[config.mk]
export PLATFORM = sky130hd
export DESIGN_NAME = lbe_top
export DESIGN_NICKNAME = d
export VERILOG_FILES = /design/src/verilog/lbe_pkg.sv /design/src/verilog/lbe_top.sv /design/src/verilog/lbe_divider.sv /design/src/verilog/lbe_pwm.sv
export SDC_FILE = /design/constraint.sdc
export NUM_CORES = 1
export LEC_CHECK = 0
export BUFFER_PORTS_ARGS = -buffer_cell sky130_fd_sc_hd__buf_2
export CORE_UTILIZATION = 30
export CTS_CLUSTER_SIZE = 14
export DETAILED_ROUTE_END_ITERATION = 12
export GPL_ROUTABILITY_DRIVEN = 0
export GPL_TIMING_DRIVEN = 1
export MAX_ROUTING_LAYER = met4
export PLACE_DENSITY = 0.58
export SYNTH_ARGS = -nofsm -noshare
export SYNTH_HDL_FRONTEND = slang
export SYNTH_HIERARCHICAL = 1
export SYNTH_SLANG_ARGS = --single-unit
[constraint.sdc]
create_clock -name core_clk -period 5.5 [get_ports core_clk]
set_clock_uncertainty 0.15 [all_clocks]
set_input_delay 0.55 -clock core_clk [delete_from_list [all_inputs] [get_ports core_clk]]
set_output_delay 0.55 -clock core_clk [all_outputs]
set_load 0.005 [all_outputs]
[src/verilog/lbe_pkg.sv]
`default_nettype none
package lbe_pkg;
   localparam int unsigned CLK_MHZ = 200;
   localparam int unsigned CONV_TIME_NS = 19000;
   localparam int unsigned CONV_CYCLES = CONV_TIME_NS * CLK_MHZ / 1000;
   localparam int unsigned SUPPLY_WAIT_US = 100;
   localparam int unsigned SUPPLY_WAIT_CYCLES = SUPPLY_WAIT_US * CLK_MHZ;
   localparam int unsigned ADC_WAIT_US = 1;
   localparam int unsigned ADC_WAIT_CYCLES = ADC_WAIT_US * CLK_MHZ;
   localparam int unsigned MAX_FORWARD_VOLTAGE_CONST = 2500;
   localparam int unsigned VDD_MV = 5000;
   localparam logic [10:0] FULL_SCALE = 11'h400;
   localparam logic [15:0] PERIOD_RESET = 16'h03e8;
   localparam int unsigned NUM_LEDS = 3;
   localparam logic [1:0] FIRST_CHANNEL = 2'h0;
   typedef enum logic [3:0] {
      LBE_RESET, LBE_SETTLE, LBE_REF, LBE_REF_WAIT, LBE_ADC_ON, LBE_ADC_WAIT,
      LBE_CONV_START, LBE_CONV_WAIT, LBE_STORE, LBE_MEAS_DONE, LBE_DUTY,
      LBE_DUTY_WAIT, LBE_LOAD, LBE_HALT
   } lbe_state_t;
endpackage
`default_nettype wire

[src/verilog/lbe_top.sv]
`timescale 1ns/10ps
`default_nettype none
// Brightness equaliser sequencer. The converter is outside: this block drives
// its controls and receives its end flag and result.
module lbe_top #(
   parameter int unsigned SUPPLY_WAIT = lbe_pkg::SUPPLY_WAIT_CYCLES,
   parameter logic [15:0] PWM_PERIOD = lbe_pkg::PERIOD_RESET
) (
   input wire logic core_clk,
   input wire logic arst_n,
   input wire logic adc_end,
   input wire logic [9:0] adc_result,
   output logic adc_clk_en,
   output logic adc_comp_en,
   output logic adc_scan_mode,
   output logic adc_one_shot,
   output logic adc_hw_trigger,
   output logic [1:0] adc_channel,
   output logic [15:0] adc_conv_cycles,
   output logic adc_start,
   output logic adc_end_clr,
   output logic irq_enable,
   output logic [2:0] led_n,
   output logic [15:0] pwm_period_reg,
   output logic [15:0] led1_compare_reg,
   output logic [15:0] led2_compare_reg,
   output logic [15:0] led3_compare_reg,
   output logic pwm_running,
   output logic halted
);
   typedef struct packed {
      lbe_pkg::lbe_state_t st;
      logic [31:0] wait_cnt;
      logic [1:0] idx;
      logic [15:0] ref_v;
      logic [9:0] res0;
      logic [9:0] res1;
      logic [9:0] res2;
      logic [15:0] cmp0;
      logic [15:0] cmp1;
      logic [15:0] cmp2;
      logic [15:0] period;
      logic [15:0] pwm_cmp1;
      logic [15:0] pwm_cmp2;
      logic [15:0] pwm_cmp3;
      logic clk_en;
      logic comp_en;
      logic [1:0] chan;
      logic start;
      logic end_clr;
      logic irq_en;
      logic [2:0] led_drv_n;
      logic run;
      logic div_go;
      logic halt;
   } lbe_top_t;
   lbe_top_t r_q, r_d;
   logic div_busy;
   logic [31:0] div_quo;
   logic [31:0] div_num;
   logic [31:0] div_den;
   logic [2:0] pwm_n;
   logic [10:0] vres;
   logic [15:0] duty_val;
   if (PWM_PERIOD == 16'h0000)
   begin
      $error("period must be nonzero");
   end
   if (SUPPLY_WAIT < 1)
   begin
      $error("supply wait must be at least one cycle");
   end

   function automatic logic [9:0] pick_res(input lbe_top_t s, input logic [1:0] i);
      pick_res = (i == 2'h0) ? s.res0 : ((i == 2'h1) ? s.res1 : s.res2);
   endfunction

   // Resistor voltage is full scale minus the stored result.
   assign vres = lbe_pkg::FULL_SCALE - {1'b0, pick_res(r_q, r_q.idx)};
   // Reference uses the divider as well, so a single divider serves both sums.
   assign div_num = (r_q.st == lbe_pkg::LBE_REF)
      ? 32'(lbe_pkg::FULL_SCALE) * 32'(lbe_pkg::MAX_FORWARD_VOLTAGE_CONST)
      : 32'(r_q.period) * 32'(r_q.ref_v);
   assign div_den = (r_q.st == lbe_pkg::LBE_REF) ? 32'(lbe_pkg::VDD_MV) : 32'(vres);
   // A quotient above the period is clipped so the compare never passes it.
   assign duty_val = (div_quo > 32'(r_q.period)) ? r_q.period : div_quo[15:0];

   lbe_divider #(.WIDTH(32)) u_div (
      .core_clk(core_clk),
      .arst_n(arst_n),
      .start(r_q.div_go),
      .dividend(div_num),
      .divisor(div_den),
      .busy(div_busy),
      .quotient(div_quo)
   );

   lbe_pwm #(.SLAVES(3)) u_pwm (
      .core_clk(core_clk),
      .arst_n(arst_n),
      .run(r_q.run),
      .period(r_q.period),
      .compare({r_q.pwm_cmp3, r_q.pwm_cmp2, r_q.pwm_cmp1}),
      .pwm_n(pwm_n),
      .master_wrap()
   );

   always_comb
   begin
      r_d = r_q;
      r_d.start = 1'b0;
      r_d.end_clr = 1'b0;
      r_d.div_go = 1'b0;
      if (r_q.run)
         r_d.led_drv_n = pwm_n;
      case (r_q.st)
         lbe_pkg::LBE_RESET:
         begin
            r_d.chan = lbe_pkg::FIRST_CHANNEL;
            r_d.irq_en = 1'b0;
            r_d.wait_cnt = '0;
            r_d.st = lbe_pkg::LBE_SETTLE;
         end
         lbe_pkg::LBE_SETTLE:
         begin
            r_d.wait_cnt = r_q.wait_cnt + 32'h1;
            if (r_q.wait_cnt >= 32'(SUPPLY_WAIT - 1))
            begin
               r_d.div_go = 1'b1;
               r_d.st = lbe_pkg::LBE_REF;
            end
         end
         lbe_pkg::LBE_REF:
            r_d.st = lbe_pkg::LBE_REF_WAIT;
         lbe_pkg::LBE_REF_WAIT:
         begin
            if (!div_busy)
            begin
               r_d.ref_v = 16'(lbe_pkg::FULL_SCALE) - div_quo[15:0];
               r_d.period = PWM_PERIOD;
               r_d.led_drv_n = 3'h0;
               r_d.clk_en = 1'b1;
               r_d.comp_en = 1'b1;
               r_d.wait_cnt = '0;
               r_d.st = lbe_pkg::LBE_ADC_ON;
            end
         end
         lbe_pkg::LBE_ADC_ON:
         begin
            r_d.wait_cnt = r_q.wait_cnt + 32'h1;
            if (r_q.wait_cnt >= 32'(lbe_pkg::ADC_WAIT_CYCLES - 1))
            begin
               r_d.idx = 2'h0;
               r_d.st = lbe_pkg::LBE_CONV_START;
            end
         end
         lbe_pkg::LBE_CONV_START:
         begin
            r_d.chan = r_q.idx;
            r_d.start = 1'b1;
            r_d.st = lbe_pkg::LBE_CONV_WAIT;
         end
         lbe_pkg::LBE_CONV_WAIT:
         begin
            if (adc_end)
            begin
               r_d.end_clr = 1'b1;
               r_d.st = lbe_pkg::LBE_STORE;
            end
         end
         lbe_pkg::LBE_STORE:
         begin
            // Stored in the same cycle as the flag clear; the model keeps the result two cycles longer.
            if (r_q.idx == 2'h0) r_d.res0 = adc_result;
            if (r_q.idx == 2'h1) r_d.res1 = adc_result;
            if (r_q.idx == 2'h2) r_d.res2 = adc_result;
            if (r_q.idx == 2'(lbe_pkg::NUM_LEDS - 1))
               r_d.st = lbe_pkg::LBE_MEAS_DONE;
            else
            begin
               r_d.idx = r_q.idx + 2'h1;
               r_d.st = lbe_pkg::LBE_CONV_START;
            end
         end
         lbe_pkg::LBE_MEAS_DONE:
         begin
            r_d.led_drv_n = 3'h7;
            r_d.clk_en = 1'b0;
            r_d.comp_en = 1'b0;
            r_d.idx = 2'h0;
            r_d.st = lbe_pkg::LBE_DUTY;
         end
         lbe_pkg::LBE_DUTY:
         begin
            if (vres < 11'(r_q.ref_v))
            begin
               // Full duty: the compare equals the period.
               if (r_q.idx == 2'h0) r_d.cmp0 = r_q.period;
               if (r_q.idx == 2'h1) r_d.cmp1 = r_q.period;
               if (r_q.idx == 2'h2) r_d.cmp2 = r_q.period;
               r_d.st = lbe_pkg::LBE_DUTY_WAIT;
            end
            else
            begin
               r_d.div_go = 1'b1;
               r_d.st = lbe_pkg::LBE_DUTY_WAIT;
            end
         end
         lbe_pkg::LBE_DUTY_WAIT:
         begin
            if (!div_busy && !r_q.div_go)
            begin
               if (vres >= 11'(r_q.ref_v))
               begin
                  if (r_q.idx == 2'h0) r_d.cmp0 = duty_val;
                  if (r_q.idx == 2'h1) r_d.cmp1 = duty_val;
                  if (r_q.idx == 2'h2) r_d.cmp2 = duty_val;
               end
               if (r_q.idx == 2'(lbe_pkg::NUM_LEDS - 1))
                  r_d.st = lbe_pkg::LBE_LOAD;
               else
               begin
                  r_d.idx = r_q.idx + 2'h1;
                  r_d.st = lbe_pkg::LBE_DUTY;
               end
            end
         end
         lbe_pkg::LBE_LOAD:
         begin
            r_d.pwm_cmp1 = r_q.cmp0;
            r_d.pwm_cmp2 = r_q.cmp1;
            r_d.pwm_cmp3 = r_q.cmp2;
            r_d.led_drv_n = 3'h0;
            r_d.run = 1'b1;
            r_d.st = lbe_pkg::LBE_HALT;
         end
         lbe_pkg::LBE_HALT:
            r_d.st = lbe_pkg::LBE_HALT;
         default:
            r_d.st = lbe_pkg::LBE_HALT;
      endcase
      r_d.halt = (r_d.st == lbe_pkg::LBE_HALT);
   end

   always_ff @(posedge core_clk or negedge arst_n)
   begin
      if (!arst_n)
      begin
         r_q <= '0;
         r_q.st <= lbe_pkg::LBE_RESET;
         r_q.led_drv_n <= 3'h7;
      end
      else
         r_q <= r_d;
   end

   assign adc_clk_en = r_q.clk_en;
   assign adc_comp_en = r_q.comp_en;
   assign adc_scan_mode = 1'b0;
   assign adc_one_shot = 1'b1;
   assign adc_hw_trigger = 1'b0;
   assign adc_conv_cycles = 16'(lbe_pkg::CONV_CYCLES);
   assign adc_channel = r_q.chan;
   assign adc_start = r_q.start;
   assign adc_end_clr = r_q.end_clr;
   assign irq_enable = r_q.irq_en;
   assign led_n = r_q.led_drv_n;
   assign pwm_period_reg = r_q.period;
   assign led1_compare_reg = r_q.pwm_cmp1;
   assign led2_compare_reg = r_q.pwm_cmp2;
   assign led3_compare_reg = r_q.pwm_cmp3;
   assign pwm_running = r_q.run;
   assign halted = r_q.halt;
endmodule
`default_nettype wire

[src/verilog/lbe_divider.sv]
`timescale 1ns/10ps
`default_nettype none
// Restoring divider, one quotient bit per clock; start is ignored while busy.
module lbe_divider #(
   parameter int unsigned WIDTH = 32
) (
   input wire logic core_clk,
   input wire logic arst_n,
   input wire logic start,
   input wire logic [WIDTH-1:0] dividend,
   input wire logic [WIDTH-1:0] divisor,
   output logic busy,
   output logic [WIDTH-1:0] quotient
);
   typedef struct packed {
      logic busy;
      logic [$clog2(WIDTH+1)-1:0] cnt;
      logic [WIDTH-1:0] rem;
      logic [WIDTH-1:0] quo;
      logic [WIDTH-1:0] dsr;
   } lbe_div_t;
   lbe_div_t r_q, r_d;
   logic [WIDTH:0] trial;
   // Refused at elaboration: the shift step needs at least two quotient bits.
   if (WIDTH < 2)
   begin
      $error("divider width too small");
   end
   always_comb
   begin
      r_d = r_q;
      trial = '0;
      if (!r_q.busy && start)
      begin
         r_d.busy = 1'b1;
         r_d.cnt = '0;
         r_d.rem = '0;
         r_d.quo = dividend;
         r_d.dsr = divisor;
      end
      else if (r_q.busy)
      begin
         trial = {r_q.rem, r_q.quo[WIDTH-1]} - {1'b0, r_q.dsr};
         if (!trial[WIDTH])
         begin
            r_d.rem = trial[WIDTH-1:0];
            r_d.quo = {r_q.quo[WIDTH-2:0], 1'b1};
         end
         else
         begin
            r_d.rem = {r_q.rem[WIDTH-2:0], r_q.quo[WIDTH-1]};
            r_d.quo = {r_q.quo[WIDTH-2:0], 1'b0};
         end
         r_d.cnt = r_q.cnt + 1'b1;
         if (r_q.cnt == ($clog2(WIDTH+1))'(WIDTH - 1))
            r_d.busy = 1'b0;
      end
   end
   always_ff @(posedge core_clk or negedge arst_n)
   begin
      if (!arst_n)
         r_q <= '0;
      else
         r_q <= r_d;
   end
   assign busy = r_q.busy;
   assign quotient = r_q.quo;
endmodule
`default_nettype wire

[src/verilog/lbe_pwm.sv]
`timescale 1ns/10ps
`default_nettype none
// Period master counter with slave compare outputs, active low.
module lbe_pwm #(
   parameter int unsigned SLAVES = 3
) (
   input wire logic core_clk,
   input wire logic arst_n,
   input wire logic run,
   input wire logic [15:0] period,
   input wire logic [SLAVES*16-1:0] compare,
   output logic [SLAVES-1:0] pwm_n,
   output logic master_wrap
);
   typedef struct packed {
      logic [15:0] cnt;
      logic [SLAVES-1:0] out_n;
      logic wrap;
   } lbe_pwm_t;
   lbe_pwm_t r_q, r_d;
   if (SLAVES < 1)
   begin
      $error("need at least one slave channel");
   end
   always_comb
   begin
      r_d = r_q;
      r_d.wrap = 1'b0;
      if (run)
      begin
         // Master channel has no pin; its wrap is kept internal.
         if (r_q.cnt >= period - 16'h0001)
         begin
            r_d.cnt = 16'h0000;
            r_d.wrap = 1'b1;
         end
         else
            r_d.cnt = r_q.cnt + 16'h0001;
         for (int i = 0; i < SLAVES; i++)
            r_d.out_n[i] = !(r_d.cnt < compare[i*16 +: 16]);
      end
      else
         r_d.out_n = '0;
   end
   always_ff @(posedge core_clk or negedge arst_n)
   begin
      if (!arst_n)
         r_q <= '0;
      else
         r_q <= r_d;
   end
   assign pwm_n = r_q.out_n;
   assign master_wrap = r_q.wrap;
endmodule
`default_nettype wire

After elaboration in Yosys (flattened, before gate mapping):

Cells that the tools add are included.

* bits of input ports: 13
* word-level logic and storage cells: 148
* flip-flop bits (word level): 315

* bitwise gates (word level): 1
* $add $sub $neg: 8
* mux-type cells: 47
* magnitude comparators: 9
* multipliers: 1
* equality and inequality tests: 26
* reduce and logical (&&, ||, !) cells: 26

Operator list (count)
* $mux W16: 9
* $mux W48: 3
* $mux W71: 2
* $pmux W32 S3: 1
* $pmux W48 S2: 1
* $mux W64: 1
* $lt A16 B16 Y1: 3
* $pmux W4 S11: 1
* $mux W36: 1
* $sub A33 B32 Y33: 1
* $add A32 B1 Y32 const B: 1
* $ge A32 B15 Y1 const B: 1
* $ge A32 B8 Y1 const B: 1
* $gt A32 B10 Y1: 1
* $mux W26: 1
* $eq A4 B4 Y1 const B: 6
* $mul A7 B16 Y23: 1
* $ne A2 B2 Y1 const B: 11
* $mux W10: 2
* $mux W4: 5
* $reduce_and A6 Y1: 3
* $add A16 B1 Y16 const B: 1
* $ge A16 B16 Y1: 1
* $sub A11 B16 Y16 const A: 1
* other kinds (31): 59

Longest topological paths before layout:

* depth after elaboration: 8
* gate-level depth with buffers: 22
* depth with buffers taken out: 20

By module:

Netlist, hierarchy kept.

Modules (own cells, without submodules)
* lbe_top: instances 1, area an instance 12896.1 um2, cells an instance 1259, seq. area each 4808.4 um2
* lbe_divider: instances 1, area an instance 6532.5 um2, cells an instance 740, seq. area each 2577.5 um2
* lbe_pwm: instances 1, area an instance 3036.7 um2, cells an instance 386, seq. area each 500.5 um2

Least setup slack after synthesis:

Ideal clock, no wire load.

* path kind: reg-to-reg
* start point: register r_q, in the netlist pwm_period_reg[3]
* end point: register u_div.r_q, in the netlist u_div/quotient[23]
* required time: 5267 ps
* path buffers: 2
* stages on the path, launching flop included: 19
* library setup time: 83 ps
* period minus slack after synthesis: 5603 ps
* arrival time: 5370 ps
* slack: -103 ps
* cell sequence: dfrtp_1 > clkbuf_1 > clkbuf_1 > nand2_1 > fa_1 > fa_1 > inv_1 > fa_1 > inv_1 > fa_1 > inv_1 > ha_1 > a21o_1 > o21ai_0 > a21boi_0 > o41ai_1 > mux2i_1 > mux2i_1 > o21ai_0

* word-level cells in the longest chain between the ends: 3

Ends and longest elaborated chain
* start: declaration: RTL line lbe_top.sv:57 `lbe_top_t r_q, r_d;`
* start signal: assignment: RTL line lbe_top.sv:254 `r_q <= r_d;`
* $mul A7 B16 Y23: RTL line lbe_top.sv:83 `: 32'(r_q.period) * 32'(r_q.ref_v);`
* $mux W26: RTL line lbe_top.sv:82 `? 32'(lbe_pkg::FULL_SCALE) * 32'(lbe_pkg::MAX_FORWARD_VOLTAGE_CONST)`
* named net div_num[23]: RTL line lbe_top.sv:60 `logic [31:0] div_num;`
* $mux W71: RTL line lbe_divider.sv:33 `if (!r_q.busy && start)`
* end signal: assignment: RTL line lbe_divider.sv:64 `r_q <= r_d;`
* end: declaration: RTL line lbe_divider.sv:22 `lbe_div_t r_q, r_d;`

The timed path passes the listed nets, and every way through them passes these cells.
A chain may end at the register's enable or synchronous reset.

Worst setup path after layout:

* start point: register r_q, in the netlist pwm_period_reg[3]
* end point: register u_div.r_q, in the netlist u_div/quotient[24]

Same word-level chain as after synthesis.

==> results.sh <==
export IMPL_fillCellCount=7616
export IMPL_die_w_um=275
export IMPL_grt_pass1_wl_um=85300
export IMPL_endpoint_kind="flip-flop"
export IMPL_setup_tns_ns=0
export IMPL_critPathLaunchType="flip-flop"
export IMPL_status="finished clean"
export IMPL_coreArea_um2=73500
export IMPL_n_antenna_cell=0
export IMPL_area_delta_synth_final_pct=9.88
export IMPL_htree_levels=2
export IMPL_crit_required_ns=5.81
export IMPL_cts_root_buffer="clkbuf_16"
export IMPL_die_area_um2=75900
export IMPL_instances_no_fill=3388
export IMPL_place_inst=3316
export IMPL_final_util_pct=33.6
export IMPL_pwr_share_clk_pct=52.8
export IMPL_period_share_pct=94.6
export IMPL_cts_buffers=39
export IMPL_maxCapViolations=0
export IMPL_portBuffers=77
export IMPL_design_area_um2=24600
export IMPL_grt_start_max_net_pins=107
export IMPL_hold_path_class="input pin to flip-flop"
export IMPL_num_vias=16200
export IMPL_crit_path_max_fanout=22
export IMPL_peakVddDrop_v=0.000201
export IMPL_setup_viol=0
export IMPL_wl_um=52600
export IMPL_cts_tree="yes"
export IMPL_power_internal_mw=4.07
export IMPL_wire_per_inst_um=15.5
export IMPL_path_cells="inv_1 -> nor2_1 -> ha_1 -> fa_1 -> inv_1 -> fa_1 -> fa_1 -> inv_1 -> ha_1 -> nor2_1 -> a211oi_1 -> o311ai_1 -> o211ai_1 -> a221oi_1 -> mux2i_1 -> mux2i_1 -> o21ai_0"
export IMPL_p_leak_nw=11.5
export IMPL_switchingPower_mw=1.16
export IMPL_cp_arrival_ns=5.51
export IMPL_swShare_pct=22.1
export IMPL_cts_max_path_buffers=3
export IMPL_drt_iter0_markers=1053
export IMPL_layout_drive_gt1_share_pct=15.4
export IMPL_fin_crit_ns=5.20
export IMPL_dpl_hpwl_um=39000
export IMPL_slew_headroom_pct=28.3
export IMPL_syn_cell_area_um2=22400
export IMPL_initial_core_util_pct=30.5
export IMPL_antenna_found_initial=0
export IMPL_hold_violations=0
export IMPL_p_comb_share_pct=2.7
export IMPL_rows=99
export IMPL_clk_latency_ns=0.57
export IMPL_finalMaxSlewViolations=0
export IMPL_worst_slew_pin_slew_ns=1.07
export IMPL_powerDensity_nw_per_um2=212
export IMPL_placed_area_um2=23200
export IMPL_power_frac_seq_pct=44.5
export IMPL_crit_type="flip-flop to flip-flop"
export IMPL_ys_warn_count=6
export IMPL_grt_pass1_vias=15500
export IMPL_final_nets=2627
export IMPL_power_mw=5.23
export IMPL_grt_usage_pct=14.4
export IMPL_largest_register_ffs=133
export IMPL_fmax_mhz=192
export IMPL_avgSynthCellArea_um2=9.41
export IMPL_cpLargestDelayFamily="adder cells"
export IMPL_clk_pin_slew_ns=0.06
export IMPL_synth_cells=2383
export IMPL_grt_ovfl_total=0
export IMPL_dr_pass1_iters=5
export IMPL_clock_sinks=314
export IMPL_critPathBufInv=3
export IMPL_drc=0
export IMPL_postRouteAntennaNets=0
export IMPL_rsz0062_at_grt="no"
export IMPL_largest_register="r_q"
export IMPL_max_stage_delay_ns=0.59
export IMPL_io_pin_count=108
export IMPL_cp_slowest_cell="dfrtp_4"
export IMPL_viasPerCell=4.79
export IMPL_chipHeight_um=275
-- placed cells by master (no fill, tap or decap), types with 12 or more instances in the layout --
cell type	instances
inv_1	199
and3_1	19
o21a_1	13
nand2b_1	16
fa_1	47
dfrtp_1	308
nor2b_1	13
nand4_1	40
buf_2	76
and2_2	12
ha_1	165
clkbuf_16	40
nor2_1	129
a22o_1	18
mux2_2	117
conb_1	87
a31oi_1	12
a21oi_1	92
buf_4	27
nor3_1	40
xnor2_1	65
a21o_1	24
nor4_1	18
nand3_1	53
xor2_1	58
mux2i_1	72
o21ai_1	22
nand2_1	243
o21ai_0	161
and2_1	26
-- repair_timing --
item / CTS / global route
setup endpoints to repair: 0 / 8
resized for setup: 0 / 14
hold buffers: 1 / 0
endpoints found under the hold margin: 102 / 0
buffers inserted: 0 / 1
-- through the flow --
stage                     setup WS, ns  hold WS [ns]
after floorplan                  0.133         0.104
after global placement           0.352         0.315
after detailed placement         0.291         0.316
after CTS                        0.176        0.0460
after global routing            0.0241        0.0757
final                            0.298         0.100
-- area by class of cell --
type                       count  area (µm²)  share of cell area, %
clock buffer                  48        1100                   4.47
timing repair buffer         106         628                   2.55
inverter                     199         747                   3.03
multi-input combinational   1742       12800                   52.0
clock inverter                20         277                   1.12
sequential                   314        7870                   31.9
tap                          959        1200                   4.87
-- final timing paths --
kind / end / slack, ns / from / cells after the start
setup / recovery: u_div/quotient[24]$_DFFE_PN0P_ / 0.30 / pwm_period_reg[3]$_DFFE_PN0P_ / 17
hold / removal: r_q[135]$_DFFE_PN0P_ / 0.10 / adc_result[0] / 2
setup reg to reg: u_div/quotient[24]$_DFFE_PN0P_ / 0.30 / pwm_period_reg[3]$_DFFE_PN0P_ / 17
hold reg to reg: r_q[89]$_DFFE_PN0P_ / 0.33 / r_q[89]$_DFFE_PN0P_ / 1
max in group asynchronous: u_pwm/r_q[17]$_DFFE_PN0P_ / 3.57 / arst_n / 3
min in group asynchronous: led2_compare_reg[9]$_DFFE_PN0P_ / 0.49 / arst_n / 2
-- worst register-to-register path, stage by stage, from the launching register on --
cell and delay (ns):
dfrtp_4 0.59, inv_1 0.23, nor2_1 0.24, ha_1 0.28, fa_1 0.50, inv_1 0.05
fa_1 0.47, fa_1 0.51, inv_1 0.04, ha_1 0.35, nor2_1 0.15, a211oi_1 0.11
o311ai_1 0.35, o211ai_1 0.19, a221oi_1 0.36, mux2i_1 0.22, mux2i_1 0.08, o21ai_0 0.21
-- per-layer routing --
layer  wire length, µm  track usage (%)
met1             26600             20.5
met2             22600             21.0
met3              2350             2.37
met4              1090             3.68
met5                 0                -
-- power groups by stage --
stage	logic, mW	registers (mW)	clock network, mW
global placement	0.144	2.37	0
floorplan	0.0878	2.37	0
finish	0.142	2.33	2.76
global route	0.168	2.33	2.95
CTS	0.146	2.33	2.85
detailed placement	0.144	2.37	0
Note: power is estimated with default switching activity, not from simulation.
